`src/status_pkg.sv`:
```
// Purpose: shared constants and types for the status reporting register set
// Assumes: one clock, asynchronous active-low reset
// Notes:   bit weights are those of the status byte and event status register
package status_pkg;

   // ************************************************************
   // status byte bit positions
   // ************************************************************
   localparam int SB_FAULT   = 3;
   localparam int SB_MAV     = 4;
   localparam int SB_ESB     = 5;
   localparam int SB_MSS     = 6;
   localparam logic [7:0] SRE_MASK = 8'h38;

   // ************************************************************
   // event status bit positions
   // ************************************************************
   localparam int ES_OPC = 0;
   localparam int ES_QYE = 2;
   localparam int ES_EXE = 4;
   localparam int ES_CME = 5;
   localparam int ES_PON = 7;
   localparam logic [7:0] ES_USED = 8'hb5;

   // ************************************************************
   // property query codes and reset values
   // ************************************************************
   localparam logic [7:0] PROP_LQE   = 8'h04;
   localparam logic [7:0] PROP_FAULT = 8'h0f;
   localparam logic [7:0] PROP_LEE   = 8'h10;
   localparam logic [7:0] PROP_LCE   = 8'h20;
   localparam logic [7:0] RESET_BYTE = 8'h00;

   // ************************************************************
   // host command codes
   // ************************************************************
   typedef enum logic [3:0] {
      CMD_NONE    = 4'h0,
      CMD_STB_Q   = 4'h1,
      CMD_SRE     = 4'h2,
      CMD_SRE_Q   = 4'h3,
      CMD_ESR_Q   = 4'h4,
      CMD_ESE     = 4'h5,
      CMD_ESE_Q   = 4'h6,
      CMD_PSC     = 4'h7,
      CMD_PSC_Q   = 4'h8,
      CMD_CLS     = 4'h9,
      CMD_RST     = 4'ha,
      CMD_GET_Q   = 4'hb,
      CMD_OPC     = 4'hc,
      CMD_OPC_Q   = 4'hd,
      CMD_WAI     = 4'he
   } cmd_t;

   // one host request
   typedef struct packed {
      logic       valid;
      logic [1:0] intf;
      cmd_t       cmd;
      logic [7:0] arg;
   } host_req_t;

   // one error report from the command processor
   typedef struct packed {
      logic        query;
      logic        exec;
      logic        cmd;
      logic [1:0]  intf;
      logic [15:0] code;
   } err_rep_t;

endpackage

```
`src/status_reporting_488.sv`:
```
// Purpose: per-interface status byte, enables, event status and last-error registers,
//          plus a shared circular fault queue
// Assumes: one request per cycle; the answer appears on the next clock edge
// Notes:   restart_i models a processor restart distinct from power-on reset
//
// Functional notes
// service request mask write keeps only bits 00111000
// MSS set when any enabled status byte bit is set
// mask read returns stored masked value; 255 reads back as 56
// event status read returns value and clears it
// event enable read returns value without change
// event enable write stored; ESB is OR of enable AND status
// restart clears both enables only when power-on clear flag is one
// power-on clear query returns stored flag unchanged
// clear-status clears errors, events, status bits except MAV, fault, supply
// reset command clears routings only, status untouched
// status byte query returns sampled value; bits 7,2,1,0 read zero
// supply fault bit tracks supply fault condition only
// MAV follows output queue non-empty
// separate register copy per interface, one shared fault queue
// MSS recomputed on every change; GPIB service request follows MSS
// query 15 pops oldest fault, zero if empty; last pop clears fault flag
// error sets its event flag and overwrites its last-error register
// last-error clears on a read once its event flag was cleared
// query codes 4, 16, 32 return query, exec, command last errors
// error event bits set when code captured, and also on a same-cycle clear-status or restart that zeroes the code
// operation complete sets OPC; query returns 1; wait does nothing
// commands are sequential; no-operation-pending always true
// event weights PON128..OPC1; URQ, DDE, RQC read zero
// MSS at weight 64; mask bit 64 ignored
// MAV at weight 16 of the status byte
// full fault queue overwrites oldest entry
// ESB weight 32, fault weight 8, supply fault position a parameter
// fault depth and error width are parameters, 16 and 16
`timescale 1ns/10ps
module status_reporting_488
   import status_pkg::*;
#(
   parameter int N_INTF      = 3,
   parameter int FAULT_DEPTH = 16,
   parameter int ERR_W       = 16,
   parameter int PSF_POS     = 7,
   parameter int GPIB_INTF   = 0
)(
   // clock and reset
   input  wire logic                    clk_i,
   input  wire logic                    rstn_i,
   input  wire logic                    restart_i,
   // host requests and answers
   input  wire status_pkg::host_req_t   req_i,
   output logic                         rsp_valid_o,
   output logic [15:0]                  rsp_data_o,
   output logic                         route_clear_o,
   // internal conditions
   input  wire status_pkg::err_rep_t    err_i,
   input  wire logic [N_INTF-1:0]       out_queue_busy_i,
   input  wire logic                    supply_fault_i,
   input  wire logic                    fault_push_i,
   input  wire logic [15:0]             fault_code_i,
   // per interface status view
   output logic [N_INTF-1:0][7:0]       status_byte_o,
   output logic                         gpib_srq_o
);
   import status_pkg::*;

   // pointer width of the shared fault queue
   localparam int PW = $clog2(FAULT_DEPTH);

   // ************************************************************
   // supply fault synchroniser (pin level)
   // ************************************************************
   // the pin is asynchronous: only the second flop feeds logic
   logic psf_meta;
   logic supply_fault_flag;
   always_ff @(posedge clk_i or negedge rstn_i)
   begin
      if (!rstn_i)
      begin
         psf_meta          <= 1'b0;
         supply_fault_flag <= 1'b0;
      end
      else
      begin
         psf_meta          <= supply_fault_i;
         supply_fault_flag <= psf_meta;
      end
   end

   // ************************************************************
   // shared fault queue
   // ************************************************************
   logic [15:0]   fault_mem [FAULT_DEPTH];
   logic [PW-1:0] rd_ptr;
   logic [PW-1:0] wr_ptr;
   logic [PW:0]   fault_cnt;
   logic          fault_pending_flag;
   logic          fault_pop;

   // an empty read pops nothing, so the pointers stay put
   assign fault_pending_flag = (fault_cnt != '0);
   assign fault_pop = req_i.valid && req_i.cmd == CMD_GET_Q && req_i.arg == PROP_FAULT
                      && fault_pending_flag;

   // no reset on storage: entries are only read behind the count
   always_ff @(posedge clk_i)
   begin
      if (fault_push_i)
         fault_mem[wr_ptr] <= fault_code_i;
   end

   // a push on a full queue drops the oldest entry so the newest fault is never lost
   always_ff @(posedge clk_i or negedge rstn_i)
   begin
      if (!rstn_i)
      begin
         rd_ptr    <= '0;
         wr_ptr    <= '0;
         fault_cnt <= '0;
      end
      else
      begin
         if (fault_push_i)
            wr_ptr <= PW'((int'(wr_ptr) + 1) % FAULT_DEPTH);
         if (fault_pop || (fault_push_i && fault_cnt == (PW+1)'(FAULT_DEPTH)))
            rd_ptr <= PW'((int'(rd_ptr) + 1) % FAULT_DEPTH);
         if (fault_push_i && !fault_pop && fault_cnt != (PW+1)'(FAULT_DEPTH))
            fault_cnt <= fault_cnt + 1'b1;
         else if (fault_pop && !fault_push_i)
            fault_cnt <= fault_cnt - 1'b1;
      end
   end

   // ************************************************************
   // per interface register copies
   // ************************************************************
   logic [N_INTF-1:0][7:0]       svc_req_enable;
   logic [N_INTF-1:0][7:0]       event_enable;
   logic [N_INTF-1:0][7:0]       event_status;
   logic [N_INTF-1:0][ERR_W-1:0] last_query_err;
   logic [N_INTF-1:0][ERR_W-1:0] last_exec_err;
   logic [N_INTF-1:0][ERR_W-1:0] last_cmd_err;
   logic [N_INTF-1:0][2:0]       err_armed;
   logic                         poweron_status_clear;
   logic                         psc_loaded;

   // power-on clear flag is shared: it governs restart behaviour of the device
   always_ff @(posedge clk_i or negedge rstn_i)
   begin
      if (!rstn_i)
         poweron_status_clear <= 1'b1;
      else if (req_i.valid && req_i.cmd == CMD_PSC)
         poweron_status_clear <= req_i.arg[0];
   end

   // low only in the first cycle after reset: marks power-on
   always_ff @(posedge clk_i or negedge rstn_i)
   begin
      if (!rstn_i)
         psc_loaded <= 1'b0;
      else
         psc_loaded <= 1'b1;
   end

   // one register copy per interface; the fault queue, power-on clear flag and supply fault flag are shared
   genvar g;
   generate
      for (g = 0; g < N_INTF; g++)
      begin : gen_intf
         logic       hit;
         logic       do_cls;
         logic       do_esr_rd;
         logic       rd_lqe;
         logic       rd_lee;
         logic       rd_lce;
         logic       ev_q;
         logic       ev_e;
         logic       ev_c;
         logic       ev_opc;
         logic       pon_ev;
         logic [7:0] sb;

         assign hit       = req_i.valid && req_i.intf == 2'(g);
         assign do_cls    = hit && req_i.cmd == CMD_CLS;
         assign do_esr_rd = hit && req_i.cmd == CMD_ESR_Q;
         assign rd_lqe    = hit && req_i.cmd == CMD_GET_Q && req_i.arg == PROP_LQE;
         assign rd_lee    = hit && req_i.cmd == CMD_GET_Q && req_i.arg == PROP_LEE;
         assign rd_lce    = hit && req_i.cmd == CMD_GET_Q && req_i.arg == PROP_LCE;

         assign ev_q      = err_i.query && err_i.intf == 2'(g);
         assign ev_e      = err_i.exec && err_i.intf == 2'(g);
         assign ev_c      = err_i.cmd && err_i.intf == 2'(g);

         assign ev_opc    = hit && req_i.cmd == CMD_OPC;
         assign pon_ev    = !psc_loaded;

         // enables: restart clears them only when power-on clear is set
         always_ff @(posedge clk_i or negedge rstn_i)
         begin
            if (!rstn_i)
            begin
               svc_req_enable[g] <= RESET_BYTE;
               event_enable[g]   <= RESET_BYTE;
            end
            else if (restart_i && poweron_status_clear)
            begin
               svc_req_enable[g] <= RESET_BYTE;
               event_enable[g]   <= RESET_BYTE;
            end
            else
            begin
               if (hit && req_i.cmd == CMD_SRE)
                  svc_req_enable[g] <= req_i.arg & SRE_MASK;
               if (hit && req_i.cmd == CMD_ESE)
                  event_enable[g] <= req_i.arg;
            end
         end

         // event status: new events win over a same-cycle read or clear
         // restart clears events just as a read or clear-status does
         always_ff @(posedge clk_i or negedge rstn_i)
         begin
            if (!rstn_i)
               event_status[g] <= RESET_BYTE;
            else
            begin
               logic [7:0] next_es;
               next_es = event_status[g];
               if (do_cls || do_esr_rd || restart_i)
                  next_es = RESET_BYTE;
               if (ev_q)
                  next_es[ES_QYE] = 1'b1;
               if (ev_e)
                  next_es[ES_EXE] = 1'b1;
               if (ev_c)
                  next_es[ES_CME] = 1'b1;
               if (ev_opc)
                  next_es[ES_OPC] = 1'b1;
               if (pon_ev)
                  next_es[ES_PON] = 1'b1;
               event_status[g] <= next_es & ES_USED;
            end
         end

         // last-error registers; armed bit marks that the flag has since been cleared
         // a new capture drops the arming, so a fresh code survives every read until the next event status read
         always_ff @(posedge clk_i or negedge rstn_i)
         begin
            if (!rstn_i)
            begin
               last_query_err[g] <= '0;
               last_exec_err[g]  <= '0;
               last_cmd_err[g]   <= '0;
               err_armed[g]      <= '0;
            end
            else if (do_cls || restart_i)
            begin
               last_query_err[g] <= '0;
               last_exec_err[g]  <= '0;
               last_cmd_err[g]   <= '0;
               err_armed[g]      <= '0;
            end
            else
            begin
               if (ev_q)
                  last_query_err[g] <= ERR_W'(err_i.code);
               else if (rd_lqe && err_armed[g][0])
                  last_query_err[g] <= '0;
               if (ev_e)
                  last_exec_err[g] <= ERR_W'(err_i.code);
               else if (rd_lee && err_armed[g][1])
                  last_exec_err[g] <= '0;
               if (ev_c)
                  last_cmd_err[g] <= ERR_W'(err_i.code);
               else if (rd_lce && err_armed[g][2])
                  last_cmd_err[g] <= '0;
               if (ev_q)
                  err_armed[g][0] <= 1'b0;
               else if (do_esr_rd)
                  err_armed[g][0] <= 1'b1;
               if (ev_e)
                  err_armed[g][1] <= 1'b0;
               else if (do_esr_rd)
                  err_armed[g][1] <= 1'b1;
               if (ev_c)
                  err_armed[g][2] <= 1'b0;
               else if (do_esr_rd)
                  err_armed[g][2] <= 1'b1;
            end
         end

         // status byte is live, so MSS follows every contributing change
         // MSS reads the other bits of the same byte; its own position is masked
         always_comb
         begin
            sb = 8'h00;
            sb[SB_FAULT] = fault_pending_flag;
            sb[SB_MAV]   = out_queue_busy_i[g];
            sb[SB_ESB]   = |(event_enable[g] & event_status[g]);
            sb[PSF_POS]  = supply_fault_flag;
            sb[SB_MSS]   = |(svc_req_enable[g] & sb & SRE_MASK);
         end

         assign status_byte_o[g] = sb;
      end
   endgenerate

   // ************************************************************
   // GPIB service request and command answers
   // ************************************************************
   // registered so the request line cannot glitch while MSS settles
   always_ff @(posedge clk_i or negedge rstn_i)
   begin
      if (!rstn_i)
         gpib_srq_o <= 1'b0;
      else
         gpib_srq_o <= status_byte_o[GPIB_INTF][SB_MSS];
   end

   // the reset command only clears routings; nothing here is touched
   always_ff @(posedge clk_i or negedge rstn_i)
   begin
      if (!rstn_i)
         route_clear_o <= 1'b0;
      else
         route_clear_o <= req_i.valid && req_i.cmd == CMD_RST;
   end

   // sequential processing: every query answers the next cycle, nothing pending
   // answers are registered, so a query sees the state before its own effects
   always_ff @(posedge clk_i or negedge rstn_i)
   begin
      if (!rstn_i)
      begin
         rsp_valid_o <= 1'b0;
         rsp_data_o  <= '0;
      end
      else
      begin
         logic [1:0] i;
         i = req_i.intf;
         rsp_valid_o <= 1'b0;
         if (req_i.valid)
         begin
            rsp_valid_o <= 1'b1;
            case (req_i.cmd)
               CMD_STB_Q: rsp_data_o <= {8'h00, status_byte_o[i] & 8'h78};
               CMD_SRE_Q: rsp_data_o <= {8'h00, svc_req_enable[i]};
               CMD_ESR_Q: rsp_data_o <= {8'h00, event_status[i]};
               CMD_ESE_Q: rsp_data_o <= {8'h00, event_enable[i]};
               CMD_PSC_Q: rsp_data_o <= {15'h0000, poweron_status_clear};
               CMD_OPC_Q: rsp_data_o <= 16'h0001;
               CMD_GET_Q:
                  // unknown property codes answer zero
                  case (req_i.arg)
                     PROP_LQE:   rsp_data_o <= 16'(last_query_err[i]);
                     PROP_LEE:   rsp_data_o <= 16'(last_exec_err[i]);
                     PROP_LCE:   rsp_data_o <= 16'(last_cmd_err[i]);
                     PROP_FAULT: rsp_data_o <= fault_pending_flag ? fault_mem[rd_ptr]
                                                                  : 16'h0000;
                     default:    rsp_data_o <= 16'h0000;
                  endcase
               // commands without an answer leave the last data standing
               default:
               begin
                  rsp_valid_o <= 1'b0;
                  rsp_data_o  <= rsp_data_o;
               end
            endcase
         end
      end
   end

endmodule

```
`config.mk`:
```
export PLATFORM = sky130hd
export DESIGN_NAME = status_reporting_488
export DESIGN_NICKNAME = d
export VERILOG_FILES = /design/src/status_pkg.sv /design/src/status_reporting_488.sv
export SDC_FILE = /design/constraint.sdc
export NUM_CORES = 1
export LEC_CHECK = 0
export ABC_AREA = 1
export BUFFER_PORTS_ARGS = -buffer_cell sky130_fd_sc_hd__buf_2
export CAP_MARGIN = 20
export CORE_MARGIN = 2
export CORE_UTILIZATION = 62
export DETAILED_ROUTE_END_ITERATION = 10
export PLACE_DENSITY = 0.8
export SYNTH_ARGS = -nofsm -noshare
export SYNTH_HDL_FRONTEND = slang
export SYNTH_SLANG_ARGS = --single-unit
```
`constraint.sdc`:
```
create_clock -name clk_i -period 3.8 [get_ports clk_i]
set_clock_uncertainty 0.2 [all_clocks]
set_input_delay 0.76 -clock clk_i [delete_from_list [all_inputs] [get_ports clk_i]]
set_output_delay 0.76 -clock clk_i [all_outputs]
set_load 0.01 [all_outputs]
```
==> results of run 1 <==
-- logic make-up (layout without fill, tap and decap cells) --
logic type	after synthesis	after routing	synth area share
other	2	11	0.0003477
AND/OR/NAND/NOR	967	967	0.1873
XOR/XNOR	9	9	0.003650
buffers and inverters	303	425	0.05886
adder cells (fa/ha/maj)	9	9	0.005562
flip-flops	493	493	0.6306
AO/OA/AOI/OAI	440	440	0.1137
-- worst min-delay path by stage --
stage / startpoint / to / slack [ns]
final: rstn_i / last_exec_err[25] / 0.04
after detailed placement: psf_meta / supply_fault_flag / 0.13
after floorplan: psf_meta / supply_fault_flag / 0.13
after global placement: psf_meta / supply_fault_flag / 0.13
after global routing: supply_fault_i / psf_meta / 0.08
after CTS: supply_fault_i / psf_meta / 0.07
-- flip-flops by register name (all words and copies together), names as in the netlist --
name,cells
svc_req_enable,9
rsp_valid_o,1
wr_ptr,4
last_cmd_err,48
supply_fault_flag,1
event_enable,24
psc_loaded,1
rsp_data_o,16
last_query_err,48
fault_cnt,5
err_armed,9
event_status,15
psf_meta,1
poweron_status_clear,1
last_exec_err,48
gpib_srq_o,1
fault_mem,256
rd_ptr,4
route_clear_o,1
-- layout make-up --
class	count	area, um2
Sequential cell	493	13620
Inverter	187	701.9
Fill cell	2541	10250
Timing Repair Buffer	147	930.9
Tap cell	455	569.3
Clock inverter	22	209.0
Clock buffer	69	1373
Antenna cell	1	2.502
Multi-Input combinational cell	1435	6795
-- per-stage QoR --
step	std cells	power [mW]	hold WS (ns)	utilization
finish	2809	14.85	0.03675	0.7024
global route	2808	15.48	0.08210	0.7024
CTS	2806	14.84	0.07199	0.7019
detailed placement	2715	10.10	0.1347	0.6560
global placement	2715	9.928	0.1333	0.6560
floorplan	2231	8.790	0.1312	-
-- metal layers --
metal	global-route usage	vias up	wire, um
met5	0	-	11
met4	0.1798	2	3320
met3	0.04821	220	5696
met2	0.5464	1076	28850
met1	0.4410	8301	22400
li1	-	7725	-
-- power by group --
| part | switching, mW | leakage [nW] | total (mW) | internal (mW) |
|---|---|---|---|---|
| Clock | 2.05 | 0.769 | 4.78 | 2.73 |
| Combinational | 2.60 | 3.86 | 3.64 | 1.05 |
| Sequential | 0.264 | 5.48 | 6.43 | 6.17 |
-- worst max-delay path, stage by stage (launching register included) --
cell and delay (ns):
dfrtp_1 0.43, nor2_1 0.17, nand2_1 0.10, inv_1 0.12, nand2_1 0.26, nand2_1 0.13, nand3_1 0.15, buf_2 0.18
-- Yosys cell counts (6+ instances only) --
cell      instances  area, um2
o22ai_1          97      606.8
nor3_1           19      95.09
nand2_2           8      50.05
o21ai_0         223       1116
nand2_1         518       1944
ha_1              8      100.1
buf_1             7      26.28
edfxtp_1        256       7687
dfrtp_1         236       5906
a21oi_1          76      380.4
o211ai_1         20      150.1
buf_4            22      165.2
clkbuf_1         51      191.4
a31oi_1           6      37.54
nor2_2           12      75.07
xor2_1            9      78.83
nor2_1          191      716.9
inv_1           176      660.6
a22oi_1           6      45.04
nand4_1          11      68.82
inv_2             9      33.78
buf_2            35      175.2
nand3_1         193      965.9
==> results by group, run 1 <==
Status
  – Outcome: completed

Timing
  – Final min period: 3.090 ns
  – Hold Vio Cnt, Final: 0
  – Unrepaired setup endpoints after global routing: false
  – Total negative slack: 0 ns
  – Actual slew at the worst max-slew pin: 1.038 ns
  – Slew Viols, Final: 0
  – Final worst slack: 0.7096 ns
  – Relative slew slack: 0.3055
  – Tcrit/Tclk final: 0.8133
  – Fmax: 323.6 MHz
  – Final setup viols: 0

Logic synthesis
  – Cell Area, Synth: 21600 um2
  – EDFF count, synth: 256
  – Post-Synthesis Cells: 2223
  – Prevailing post-synth register cell: edfxtp_1
  – Post-synthesis sequential area ratio: 0.6306
  – Ys async rst share: 0.4807
  – YS warnings: 0
  – Yosys reg bits: 493
  – Syn Area/Cell: 9.716 um2
  – Netlist cell types: 40

Worst setup path
  – Setup crit end: status_byte_o[6]
  – Max FO, Critical Path: 7
  – Worst Setup End Kind: output pin
  – CP Launch Type: flop
  – Cells on worst reg2reg path: 14
  – Reg2reg end: rsp_data_o[3]
  – CP Class: reg2out
  – Reg-to-reg slack, setup: 0.98 ns
  – Worst EP required: 2.84 ns
  – R2R Path Start: rd_ptr[1]
  – Critical path startpoint: fault_cnt[0]
  – Worst EP arrival: 2.13 ns

Layout
  – Final nets: 2382
  – Most frequent cells in the layout: 518 x nand2_1, 256 x edfxtp_1, 235 x dfrtp_1, 223 x o21ai_0, 193 x nand3_1
  – Layout cells sized above 1: 0.1207
  – Design area: 24200 um2
  – Area Overhead vs Synth: 12.07%
  – Commonest non-fill, non-tap cell in the layout: nand2_1

Floorplan
  – Starting Density: 0.6268
  – Row count: 68
  – Die Span X: 190.6 um
  – Die area: 36350 um2
  – Core Region: 34460 um2
  – I/O Pins: 103
  – Die height: 190.6 um

CTS
  – Root buffer cell: clkbuf_16
  – CTS clk-pin slew, worst paths: 0.06 ns
  – Clock latency at the later pin of the worst-skew pair: 0.58 ns
  – TritonCTS clock tree: yes
  – Clock buffer depth: 3
  – CTS resizes: 0
  – H-tree depth: 2
  – Setup bufs post-CTS: 0
  – Total CTS buffers: 49
  – CTS sink count: 493
  – Hold-fix buffer count after cts: 0

GRT
  – Initial antenna violation count: 1
  – Overall global routing resource usage: 0.3359
  – Number of global-route vias before repair: 17030
  – Global-route wire length before repair: 93.21 mm
  – Total gr overflow: 0
  – Pin count of the biggest net entering global routing: 109

Flow run
  – Maxcap violations: 0

Power
  – Peak supply drop: 0.0006850 V
  – Pwr per Cell Area: 613.7 nW/um2
  – Leak: 10.11 nW

Min path
  – Worst Hold Class: in2async

Route
  – Remaining DRCs: 0
  – Final ANT Viol Nets: 0
  – Vias/cell: 6.167
  – First-pass DRT Iterations: 6
  – Vias after detailed routing: 17320
  – Total routed wirelength: 60.28 mm
  – Per-cell routed wire length: 21.46 um
  – First DRT Iteration DRCs: 1989

Placement
  – Port bufs: 93
  – GP Congestion: 0.9437
  – Final HPWL DP: 38.65 mm
  – Dpl ws: 0.4754 ns
  – Placed cell areas: 22610 um2
No activity file was read; power rests on OpenSTA's default activity.
==> run 2: changes to the inputs <==
--- a/config.mk
+++ b/config.mk
@@ -5,13 +5,13 @@
 export SDC_FILE = /design/constraint.sdc
 export NUM_CORES = 1
 export LEC_CHECK = 0
-export ABC_AREA = 1
+export ABC_AREA = 0
 export BUFFER_PORTS_ARGS = -buffer_cell sky130_fd_sc_hd__buf_2
 export CAP_MARGIN = 20
 export CORE_MARGIN = 2
-export CORE_UTILIZATION = 62
+export CORE_UTILIZATION = 61
 export DETAILED_ROUTE_END_ITERATION = 10
-export PLACE_DENSITY = 0.8
+export PLACE_DENSITY = 0.79
 export SYNTH_ARGS = -nofsm -noshare
 export SYNTH_HDL_FRONTEND = slang
 export SYNTH_SLANG_ARGS = --single-unit
==> constraint.sdc (replaced) <==
create_clock -name clk_i -period 2.9 [get_ports clk_i]
set_clock_uncertainty 0.2 [all_clocks]
set_input_delay 0.58 -clock clk_i [delete_from_list [all_inputs] [get_ports clk_i]]
set_output_delay 0.58 -clock clk_i [all_outputs]
set_load 0.01 [all_outputs]
==> run 2 against run 1 <==
The run now ends with negative setup slack left. Critical path type unchanged. Final cell count down 22%. Combinational power up 13%. Sequential cell count unchanged.
==> results by group, run 2 <==
Logic synthesis
  – YS warnings: 0 (unchanged)
  – Cell Area, Synth: 21230 um2 (-1.7%)
  – EDFF count, synth: 256 (unchanged)
  – Commonest cells post-synth: 256 x edfxtp_1, 236 x dfrtp_1, 146 x a22o_1, 121 x nand2_1, 107 x nor2_1
  – Post-Synthesis Cells: 1522 (-32%)
  – Yosys reg bits: 493 (unchanged)
  – Ys async rst share: 0.4807 (unchanged)
  – Area share of the largest cell type after synthesis: 0.3620 (+0.006103)
  – Syn Area/Cell: 13.95 um2 (+44%)
  – Post-synthesis sequential area ratio: 0.6414 (+0.01081)
  – Synth area leaders: edfxtp_1 36%, dfrtp_1 28%, mux4_2 6.4%, a22o_1 6.0%, mux2i_1 4.9%
  – Netlist cell types: 65 (+63%)
  – Prevailing post-synth register cell: edfxtp_1
  – Most common cell in the synthesized netlist: edfxtp_1
  – Post-synth top area cell: edfxtp_1

Placement
  – Placed cell areas: 22920 um2 (+1.4%)
  – Final HPWL DP: 36.03 mm (-6.8%)
  – Port bufs: 93 (unchanged)
  – GP Congestion: 0.9455 (+0.19%)
  – Placed cells: 2083 (-23%)

Layout
  – Layout cells sized above 1: 0.2412 (+0.1205)
  – Core Util, Final: 0.7191 (+0.01666)
  – Layout fillers: 2229 (-12%)
  – Design area: 24720 um2 (+2.1%)
  – Top reg by flops: fault_mem
  – Finished Layout Cells: 2189 (-22%)
  – Max reg flops: 256 (unchanged)
  – Commonest non-fill, non-tap cell in the layout: edfxtp_1
  – Final nets: 1761 (-26%)
  – Most frequent cells in the layout: 256 x edfxtp_1, 233 x dfrtp_1, 146 x a22o_1, 126 x buf_4, 120 x nand2_1
  – Area Overhead vs Synth: 16.40%

CTS
  – H-tree depth: 2 (unchanged)
  – TritonCTS clock tree: yes
  – Clock buffer depth: 3 (unchanged)
  – CTS sink count: 493 (unchanged)
  – Root buffer cell: clkbuf_16
  – Clock latency at the later pin of the worst-skew pair: 0.58 ns (about the same)
  – CTS clk-pin slew, worst paths: 0.06 ns (about the same)
  – Total CTS buffers: 50 (+2.0%)

Route
  – First-pass DRT Iterations: 5 (-1)
  – Per-cell routed wire length: 24.83 um (+16%)
  – Final ANT Viol Nets: 0 (unchanged)
  – First DRT Iteration DRCs: 1540 (-23%)
  – Total routed wirelength: 54.35 mm (-9.8%)
  – Vias after detailed routing: 14270 (-18%)
  – Remaining DRCs: 0 (unchanged)
  – Vias/cell: 6.520 (+5.7%)

Worst setup path
  – Max FO, Critical Path: 3 (-4)
  – Critical-path cell list: a222oi_1 > nand2_1 > a222oi_1 > buf_4 > inv_2 > buf_6
  – Reg-to-reg slack, setup: 0.07 ns (-0.91 ns)
  – Slowest stage delay, CP: 0.40 ns (-0.03 ns)
  – R2R Path Start: fault_cnt[1]
  – Buf/Inv on CP: 3 (+1)
  – CP Class: reg2out
  – Critical path's top delay family: compound AO/OA/AOI/OAI gates
  – Worst Setup End Kind: output pin
  – Crit path max-delay cell type: dfrtp_1
  – Worst path most repeated cell: a222oi_1
  – Worst EP arrival: 2.14 ns (about the same)
  – Worst EP required: 2.12 ns (-0.72 ns)
  – Reg2reg end: fault_cnt[4]
  – Cells on worst reg2reg path: 13 (-1)
  – CP Launch Type: flop

Floorplan
  – Core Region: 34370 um2 (-0.25%)
  – I/O Pins: 103 (unchanged)
  – Die height: 190.6 um (about the same)
  – Starting Density: 0.6178 (-0.009041)
  – Die area: 36320 um2 (about the same)
  – Die Span X: 190.6 um (about the same)
  – Row count: 68 (unchanged)

Power
  – Peak supply drop: 0.0006800 V (-0.73%)
  – Leak: 10.08 nW (-0.35%)
  – Pwr per Cell Area: 769.1 nW/um2 (+25%)

Status
  – Outcome: complete, but fails checks
  – Failing checks: negative setup slack

GRT
  – Number of global-route vias before repair: 14290 (-16%)
  – Total gr overflow: 0 (unchanged)
  – Global-route wire length before repair: 84.22 mm (-9.6%)
  – Pin count of the biggest net entering global routing: 67 (-39%)
  – Overall global routing resource usage: 0.3073 (-0.02866)
  – Initial antenna violation count: 2 (+1)

Min path
  – Hold Path Origin: err_i[20]
  – Hold Path Stages: 3
  – Worst Hold Class: in2reg
  – Hold path endpoint: event_status[10]

Timing
  – Relative slew slack: 0.4519 (+0.1464)
  – Actual slew at the worst max-slew pin: 0.8118 ns (-0.2260 ns)
  – Fmax: 342.0 MHz
  – Slew Viols, Final: 0 (unchanged)
  – Final worst slack: -0.02439 ns (-0.7340 ns)
  – Hold Vio Cnt, Final: 0 (unchanged)
  – Unrepaired setup endpoints after global routing: true
  – Final setup viols: 2 (+2)
  – Tcrit/Tclk final: 1.008
  – Final min period: 2.924 ns
  – Total negative slack: -0.03351 ns (-0.03351 ns)

Flow run
  – Maxcap violations: 0 (unchanged)
[run 2: final cells by class]
type	count	area [um2]	share of cell area
sequential	493	13630	0.5513
clock inverter	29	324.1	0.01311
inverter	11	41.29	0.001670
tap	455	569.3	0.02303
clock buffer	64	1324	0.05356
antenna	1	2.502	0.0001012
timing repair buffer	233	1685	0.06819
multi-input combinational	903	7146	0.2891
[run 2: power by group]
group	total [mW]	internal [mW]	switching, mW
combinational	4.12	1.90	2.22
sequential	8.43	7.97	0.454
clock	6.46	3.78	2.68
[run 2: worst max-delay path by stage]
stage,start,to,cells after the start
2_1_floorplan,req_i[4],fault_cnt[4],11
3_5_place_dp,req_i[4],fault_cnt[4],11
3_3_place_gp,req_i[12],rsp_data_o[0],8
4_1_cts,fault_cnt[0],status_byte_o[22],8
6_report,event_status[20],status_byte_o[22],6
5_1_grt,fault_cnt[2],status_byte_o[22],8
[run 2: cell families (layout without fill, tap and decap cells)]
logic type               after synthesis  count (layout)  synth area share
flip-flops                           493             493            0.6414
AO/OA/AOI/OAI                        372             372            0.1330
AND/OR/NAND/NOR                      332             332           0.07030
multiplexers                         169             169            0.1154
buffers and inverters                134             337           0.02940
XOR/XNOR                              11              11          0.004537
adder cells (fa/ha/maj)                9               9          0.005657
other                                  2              11         0.0003537
[run 2: layer usage]
| layer | track usage | share of wire | vias up |
|---|---|---|---|
| met4 | 0.1076 | 0.032 | 2 |
| met5 | 0 | 0.00026 | - |
| met3 | 0.04785 | 0.080 | 139 |
| li1 | - | - | 6173 |
| met2 | 0.5006 | 0.49 | 700 |
| met1 | 0.4273 | 0.40 | 7258 |
[run 2: through the flow]
stage	setup slack [ns]	hold WS (ns)	power (mW)
6_report	-0.02439	0.07355	19.01
5_1_grt	-0.1341	0.1009	19.69
4_1_cts	-0.01687	0.05268	19.03
3_5_place_dp	-0.1176	0.1449	12.54
3_3_place_gp	-0.1005	0.1382	12.39
2_1_floorplan	-0.1585	0.08441	11.03
[run 2: timing repair]
item / 4_1_cts / 5_1_grt
pin swaps: 5 / 10
gates resized for setup: 7 / 6
hold buffers: 2 / 0
endpoints found under the hold margin: 61 / 0
setup buffers: 5 / 5
endpoints found under the setup margin: 4 / 4
[run 2: worst register-to-register path, cell delays in order (launching register included)]
cell,delay [ns]
dfrtp_2,0.43
nor4_4,0.06
buf_4,0.15
buf_6,0.12
buf_4,0.15
nand2_1,0.11
nand3_4,0.10
buf_6,0.13
fa_2,0.38
a21o_1,0.17
a21o_1,0.16
or3_4,0.38
a21oi_2,0.14
a31oi_1,0.05
